--- src/shared/tass_defines.svh ---
/*
 * Offsets, field positions, reset values and codes for the timer trigger
 * and source select block.
 * Assumes inclusion by bare name from any file that needs them.
 */
`ifndef TASS_DEFINES_SVH
`define TASS_DEFINES_SVH

`define TASS_ADDR_W           16
`define TASS_DATA_W           8
`define TASS_UNITS            5
// register offsets
`define TASS_OFS_ONESHOT      16'h0322
`define TASS_OFS_TRIGGER      16'h0343
`define TASS_OFS_SRC4         16'h0350
// reset values
`define TASS_RST_ONESHOT      8'h00
`define TASS_RST_TRIGGER      8'h00
`define TASS_RST_SRC4         8'h00
// field positions
`define TASS_ZIE_BIT          5
`define TASS_U0TRG_LSB        6
`define TASS_OPT_BIT          3
`define TASS_SRC_LSB          0
`define TASS_SRC_MSB          2
`define TASS_SRC4_USED        8'h0F
// unit mode code for one-shot operation
`define TASS_MODE_ONESHOT     2'h2
// source tick indices
`define TASS_TICK_W           7
`define TASS_TICK_ALT         6

`endif

--- src/shared/tass_pkg.sv ---
/*
 * Types for the timer trigger and source select block.
 * Assumes nothing beyond a SystemVerilog compiler.
 */
package tass_pkg;

   typedef logic [7:0] tass_byte_t;

   typedef enum logic [1:0] {
      TASS_TRG_PIN  = 2'h0,
      TASS_TRG_TB2  = 2'h1,
      TASS_TRG_PREV = 2'h2,
      TASS_TRG_NEXT = 2'h3
   } tass_trig_e;

   typedef enum logic [2:0] {
      TASS_SRC_DIV1_2 = 3'h0,
      TASS_SRC_DIV8   = 3'h1,
      TASS_SRC_DIV32  = 3'h2,
      TASS_SRC_DIV64  = 3'h3,
      TASS_SRC_BAD4   = 3'h4,
      TASS_SRC_SLOW   = 3'h5,
      TASS_SRC_SUB32K = 3'h6,
      TASS_SRC_BAD7   = 3'h7
   } tass_src_e;

endpackage

--- src/rtl/tass_top.sv ---
/*
 * Trigger source select, one-shot start, Z-phase enable and fifth-unit
 * count source select for a group of five general-purpose timers.
 * Assumes the counters, mode registers and tick generators sit outside
 * on REF_CLK; event pins and the Z-phase pin are asynchronous.
 */
// Design decision made here: the plain strobed port.
// Summary of operation
// - writing 1 to a one-shot bit starts that unit in one-shot mode when its UNIT_START_SEL bit is 0.
// - the five one-shot start bits always read back as zero.
// - Z-phase enable bit 0 blocks the Z-phase input, 1 passes it.
// - unit0 trigger b7:b6 picks own pin, timer2, unit4 or unit1.
// - unit1 trigger b1:b0 picks own pin, timer2, unit0 or unit2.
// - unit2 trigger b3:b2 picks own pin, timer2, unit1 or unit3.
// - unit3 trigger b5:b4 picks own pin, timer2, unit2 or unit4.
// - unit4 trigger b7:b6 picks own pin, timer2, unit3 or unit0.
// - a selected timer delivers its overflow or underflow event.
// - fifth-unit source field picks divided clocks, slow osc or 32k.
// - option bit 1 uses the alternative select, 0 the 3-bit field.
`timescale 1ns/1ps
`default_nettype none
`include "tass_defines.svh"

module tass_top
   import tass_pkg::*;
(
   input  wire logic                        REF_CLK,
   input  wire logic                        RST_N,
   input  wire logic [`TASS_ADDR_W-1:0]     ADDR,
   input  wire logic [`TASS_DATA_W-1:0]     WR_DATA,
   input  wire logic                        WR_STB,
   input  wire logic                        RD_STB,
   output logic      [`TASS_DATA_W-1:0]     RD_DATA,
   input  wire logic [2*`TASS_UNITS-1:0]    UNIT_MODE,
   input  wire logic [`TASS_UNITS-1:0]      UNIT_START_SEL,
   input  wire logic [`TASS_UNITS-1:0]      UNIT_EVENT_PIN,
   input  wire logic [`TASS_UNITS-1:0]      UNIT_OVF,
   input  wire logic                        TB2_OVF,
   input  wire logic                        ZPHASE_PIN,
   input  wire logic [`TASS_TICK_W-1:0]     SRC_TICK,
   output logic      [`TASS_UNITS-1:0]      ONESHOT_START,
   output logic      [`TASS_UNITS-1:0]      UNIT_TRIGGER,
   output logic                             ZPHASE_EN,
   output logic                             ZPHASE_EVENT,
   output logic                             UNIT4_COUNT_TICK
);

   localparam int N = `TASS_UNITS;

   ////////////////////////////////////////////////////////////////////////
   // helpers

   function automatic logic trig_pick(input logic [1:0] sel,
                                      input logic       pin,
                                      input logic       tb2,
                                      input logic       prev_ovf,
                                      input logic       next_ovf);
      logic res;
      res = 1'b0;
      unique case (tass_trig_e'(sel))
         TASS_TRG_PIN:  res = pin;
         TASS_TRG_TB2:  res = tb2;
         TASS_TRG_PREV: res = prev_ovf;
         TASS_TRG_NEXT: res = next_ovf;
      endcase
      return res;
   endfunction

   function automatic logic hit(input logic [`TASS_ADDR_W-1:0] a,
                                input logic [`TASS_ADDR_W-1:0] ofs);
      return a == ofs;
   endfunction

   ////////////////////////////////////////////////////////////////////////
   // registers

   tass_byte_t oneshot_reg;
   tass_byte_t trigger_reg;
   tass_byte_t src4_reg;
   logic       wr_oneshot;
   logic       wr_trigger;
   logic       wr_src4;

   assign wr_oneshot = WR_STB && hit(ADDR, `TASS_OFS_ONESHOT);
   assign wr_trigger = WR_STB && hit(ADDR, `TASS_OFS_TRIGGER);
   assign wr_src4    = WR_STB && hit(ADDR, `TASS_OFS_SRC4);

   // start bits are never stored, only their write pulse is used
   always_ff @(posedge REF_CLK) begin
      if (!RST_N) begin
         oneshot_reg <= `TASS_RST_ONESHOT;
      end else if (wr_oneshot) begin
         oneshot_reg <= {WR_DATA[7:`TASS_ZIE_BIT], 5'h00};
      end
   end

   always_ff @(posedge REF_CLK) begin
      if (!RST_N) begin
         trigger_reg <= `TASS_RST_TRIGGER;
      end else if (wr_trigger) begin
         trigger_reg <= WR_DATA;
      end
   end

   always_ff @(posedge REF_CLK) begin
      if (!RST_N) begin
         src4_reg <= `TASS_RST_SRC4;
      end else if (wr_src4) begin
         src4_reg <= WR_DATA & `TASS_SRC4_USED;
      end
   end

   tass_byte_t rd_data_next;

   always_comb begin
      rd_data_next = 8'h00;
      if (RD_STB) begin
         if (hit(ADDR, `TASS_OFS_ONESHOT)) begin
            rd_data_next = oneshot_reg & 8'hE0;
         end else if (hit(ADDR, `TASS_OFS_TRIGGER)) begin
            rd_data_next = trigger_reg;
         end else if (hit(ADDR, `TASS_OFS_SRC4)) begin
            rd_data_next = src4_reg;
         end
      end
   end

   always_ff @(posedge REF_CLK) begin
      if (!RST_N) begin
         RD_DATA <= 8'h00;
      end else begin
         RD_DATA <= rd_data_next;
      end
   end

   ////////////////////////////////////////////////////////////////////////
   // one-shot start

   logic [N-1:0] start_next;

   always_comb begin
      start_next = '0;
      for (int i = 0; i < N; i++) begin
         start_next[i] = wr_oneshot && WR_DATA[i]
                      && UNIT_MODE[2*i +: 2] == `TASS_MODE_ONESHOT
                      && !UNIT_START_SEL[i];
      end
   end

   always_ff @(posedge REF_CLK) begin
      if (!RST_N) begin
         ONESHOT_START <= '0;
      end else begin
         ONESHOT_START <= start_next;
      end
   end

   ////////////////////////////////////////////////////////////////////////
   // pin synchronisers: a level is taken once stages two and three agree

   logic [N:0] pin_s1_reg;
   logic [N:0] pin_s2_reg;
   logic [N:0] pin_s3_reg;
   logic [N:0] pin_reg;

   always_ff @(posedge REF_CLK) begin
      if (!RST_N) begin
         pin_s1_reg <= '0;
         pin_s2_reg <= '0;
         pin_s3_reg <= '0;
      end else begin
         pin_s1_reg <= {ZPHASE_PIN, UNIT_EVENT_PIN};
         pin_s2_reg <= pin_s1_reg;
         pin_s3_reg <= pin_s2_reg;
      end
   end

   always_ff @(posedge REF_CLK) begin
      if (!RST_N) begin
         pin_reg <= '0;
      end else begin
         for (int i = 0; i <= N; i++) begin
            if (pin_s2_reg[i] == pin_s3_reg[i]) begin
               pin_reg[i] <= pin_s3_reg[i];
            end
         end
      end
   end

   ////////////////////////////////////////////////////////////////////////
   // trigger selection

   logic [1:0]   trg_sel [N];
   logic [N-1:0] trigger_next;

   assign trg_sel[0] = oneshot_reg[`TASS_U0TRG_LSB +: 2];
   assign trg_sel[1] = trigger_reg[1:0];
   assign trg_sel[2] = trigger_reg[3:2];
   assign trg_sel[3] = trigger_reg[5:4];
   assign trg_sel[4] = trigger_reg[7:6];

   // neighbours wrap round the ring of five; pins rely on software
   // having set the port as input
   always_comb begin
      trigger_next = '0;
      for (int i = 0; i < N; i++) begin
         trigger_next[i] = trig_pick(trg_sel[i], pin_reg[i], TB2_OVF,
                                     UNIT_OVF[(i + N - 1) % N],
                                     UNIT_OVF[(i + 1) % N]);
      end
   end

   always_ff @(posedge REF_CLK) begin
      if (!RST_N) begin
         UNIT_TRIGGER <= '0;
      end else begin
         UNIT_TRIGGER <= trigger_next;
      end
   end

   ////////////////////////////////////////////////////////////////////////
   // Z-phase gate

   always_ff @(posedge REF_CLK) begin
      if (!RST_N) begin
         ZPHASE_EN    <= 1'b0;
         ZPHASE_EVENT <= 1'b0;
      end else begin
         ZPHASE_EN    <= oneshot_reg[`TASS_ZIE_BIT];
         ZPHASE_EVENT <= oneshot_reg[`TASS_ZIE_BIT] && pin_reg[N];
      end
   end

   ////////////////////////////////////////////////////////////////////////
   // fifth-unit count source

   logic tick_next;

   // forbidden codes give no tick rather than an arbitrary source
   always_comb begin
      tick_next = 1'b0;
      if (src4_reg[`TASS_OPT_BIT]) begin
         tick_next = SRC_TICK[`TASS_TICK_ALT];
      end else begin
         unique case (tass_src_e'(src4_reg[`TASS_SRC_MSB:`TASS_SRC_LSB]))
            TASS_SRC_DIV1_2: tick_next = SRC_TICK[0];
            TASS_SRC_DIV8:   tick_next = SRC_TICK[1];
            TASS_SRC_DIV32:  tick_next = SRC_TICK[2];
            TASS_SRC_DIV64:  tick_next = SRC_TICK[3];
            TASS_SRC_SLOW:   tick_next = SRC_TICK[4];
            TASS_SRC_SUB32K: tick_next = SRC_TICK[5];
            TASS_SRC_BAD4:   tick_next = 1'b0;
            TASS_SRC_BAD7:   tick_next = 1'b0;
         endcase
      end
   end

   always_ff @(posedge REF_CLK) begin
      if (!RST_N) begin
         UNIT4_COUNT_TICK <= 1'b0;
      end else begin
         UNIT4_COUNT_TICK <= tick_next;
      end
   end
endmodule // tass_top

`default_nettype wire

--- config.mk ---
export PLATFORM = sky130hd
export DESIGN_NAME = tass_top
export DESIGN_NICKNAME = d
export VERILOG_FILES = /design/src/shared/tass_pkg.sv /design/src/rtl/tass_top.sv
export VERILOG_INCLUDE_DIRS = /design/src /design/src/shared
export SDC_FILE = /design/constraint.sdc
export NUM_CORES = 1
export LEC_CHECK = 0
export BUFFER_PORTS_ARGS = -buffer_cell sky130_fd_sc_hd__buf_2
export CAP_MARGIN = 20
export CORE_ASPECT_RATIO = 1.75
export CORE_MARGIN = 3
export CORE_UTILIZATION = 43
export CTS_CLUSTER_SIZE = 12
export DETAILED_ROUTE_END_ITERATION = 10
export PLACE_DENSITY = 0.83
export SLEW_MARGIN = 20
export SYNTH_ARGS = -nofsm -noshare
export SYNTH_HDL_FRONTEND = slang
export SYNTH_SLANG_ARGS = --single-unit
--- constraint.sdc ---
create_clock -name REF_CLK -period 1.8 [get_ports REF_CLK]
set_clock_uncertainty 0.1 [all_clocks]
set_input_delay 0.09 -clock REF_CLK [delete_from_list [all_inputs] [get_ports REF_CLK]]
set_output_delay 0.09 -clock REF_CLK [all_outputs]
set_load 0.03 [all_outputs]
==> impl_metrics.json <==
{
  "status": "finished clean",
  "grt_pass1_wl_um": 8549,
  "worst_skew_pair.late_latency_ns": 0.34,
  "cp-end-kind": "flop",
  "fin_crit_ns": 1.731,
  "dp_slack_ns": -0.05485,
  "crit_path_max_fanout": 1,
  "fin_total_pwr_mw": 2.541,
  "async_flop_share_pct": 0,
  "area_growth_pct": 42.02,
  "wl_um": 5284,
  "cts_sinks": 60,
  "clk_pin_slew_ns": 0.06,
  "worstSetupPathType": "in -> reg",
  "synth.most_common_cell": "dfxtp_1",
  "gp_congestion": 0.8381,
  "die_x_um": 60.19,
  "min_from": "WR_STB",
  "hold_violations": 0,
  "grt-ovfl-total": 0,
  "finalNonFillerCells": 385,
  "grt_max_degree": 31,
  "setup_violations": 0,
  "grt_usage_pct": 19.31,
  "start_util_pct": 45.74,
  "drc": 0,
  "coreArea_sq_um": 4831,
  "crit_required_ns": 1.97,
  "cp.arrival_ns": 1.90,
  "dp_hpwl_um": 3919,
  "synth_top_area_cell": "dfxtp_1",
  "grt_pass1_vias": 2011,
  "syn_nets": 270,
  "n_antenna_cell": 0,
  "syn_avg_cell_area_sq_um": 10.62,
  "setup_tns_ns": 0,
  "synth.top_cell.area_share_pct": 54.36,
  "power_leakage_nw": 1.397,
  "ys.flop_type": "dfxtp_1",
  "drv_cap": 0,
  "worst_pin_slew_ns": 0.4659,
  "htreeDepth": 3,
  "nets": 390,
  "die_h_um": 100.8,
  "synthTopCellsByCount": "60 x dfxtp_1, 31 x nand2_1, 23 x and2_1, 15 x mux2i_1, 12 x nand3_1",
  "ys_types": 27,
  "cts_resized": 0,
  "cts_root_buf": "clkbuf_8",
  "cts_buffers": 9,
  "regToRegStartpoint": "src4_reg[0]",
  "core.rowCount": 33,
  "synth_cells": 208,
  "cts_setup_buffers": 0,
  "clk_path_buf_depth": 2,
  "boundaryPins": 83,
  "netlist_area_sq_um": 2210,
  "via_count": 1946,
  "placedCellCount": 343,
  "ys_warn_count": 0,
  "wl_per_cell_um": 13.72,
  "ys_ff_latch": 60,
  "via_per_inst": 5.055,
  "period_share_pct": 96.15,
  "hold_class": "in -> reg",
  "slew_headroom_pct": 68.94,
  "report.final.slew_viol_count": 0,
  "drt_iter0_markers": 30,
  "fmax_mhz": 577.8,
  "synth-edff-count": 0,
  "finalHoldWorstSlack_ns": 0.06830,
  "drtPass1Iterations": 4,
  "layout-drive-gt1-share_pct": 33.63,
  "io_buffers": 82,
  "p_per_area_nw_per_um2": 809.8,
  "rsz0062_at_grt": "false",
  "layout_setup_ws_ns": 0.06925,
  "crit_start": "UNIT_START_SEL[1]",
  "dieArea_sq_um": 6069,
  "antenna_found_initial": 0,
  "route.antenna.remaining_nets": 0,
  "yosys-top-cells-area": "dfxtp_1 54%, mux2i_1 6.8%, and2_1 6.5%",
  "ir_worst_vdd_mv": 0.7112,
  "cts_tree": "yes",
  "ys_seq_area_share_pct": 54.36,
  "crit_path_start_kind": "input port"
}
cell type report:
type | instances | area (sq um)
clock inverters | 2 | 10.01
fillers | 388 | 1693
multi-input cells | 139 | 967.2
inverters | 1 | 3.754
flip-flops and latches | 60 | 1201
clock buffers | 14 | 152.6
well taps | 52 | 65.06
repair buffers | 117 | 738.2
through the flow:
step / cell area (sq um) / util, %
final: 3138 / 64.96
after global routing: 3138 / 64.96
after CTS: 3138 / 64.96
after detailed placement: 2715 / 56.20
after global placement: 2715 / 56.20
after floorplan: 2210 / -
worst max-delay path, stage by stage:
cell	delay, ns
dlygate4sd3_1	0.53
buf_2	0.12
or4bb_1	0.47
dlygate4sd3_1	0.59
nor2_1	0.10
layout by cell type, fill, tap and decap left out, drive strengths merged:
cell type and count:
buf 91, dfxtp 60, nand2 31, dlygate4sd3 26, and2 23, mux2i 15, clkbuf 14, nand3 12
nor2 10, or4bb 7, o21ai 7, a21boi 7, mux4 6, a21oi 4, a22oi 3, and3 2
nand3b 2, clkinv 2, nor3b 1, or4 1, or3 1, nand2b 1, nor4 1, a21o 1
and3b 1, nand4 1, inv 1, a31oi 1, nor3 1
path summary, 6_finish.rpt:
path,to,slack (ns),depth (start not counted)
hold / removal,ONESHOT_START[0],0.07,3
setup / recovery,ONESHOT_START[1],0.07,5
setup reg to reg,UNIT4_COUNT_TICK,0.41,3
hold reg to reg,pin_s2_reg[5],0.34,1
cells by family after synthesis:
group	count (synthesis)	synth area share (%)
and+or+nand+nor	95	24.29
DFF	60	54.36
AOI/OAI and AO/OA	23	6.569
muxes	21	12.91
buffers and inverters	9	1.869
report_power, final:
part,leakage [nW],internal (mW),switching (mW)
clock,0.0844,0.534,0.473
sequential,0.487,1.35,0.00657
combinational,0.826,0.110,0.0709
layer usage:
| metal | global-route usage (%) | share of wire [%] | wire (um) | vias to the layer above |
|---|---|---|---|---|
| met3 | 7.564 | 6.4 | 337 | 13 |
| met1 | 19.69 | 37 | 1970 | 901 |
| met5 | 0 | 0 | 0 | - |
| met4 | 9.386 | 2.2 | 117 | 0 |
| met2 | 33.08 | 54 | 2859 | 68 |
| li1 | - | - | - | 964 |
repair_timing:
item	in CTS	in global routing
setup endpoints to repair	0	0
hold buffers	26	0
endpoints found under the hold margin	30	0
Note: power is estimated with default switching activity, not from simulation.
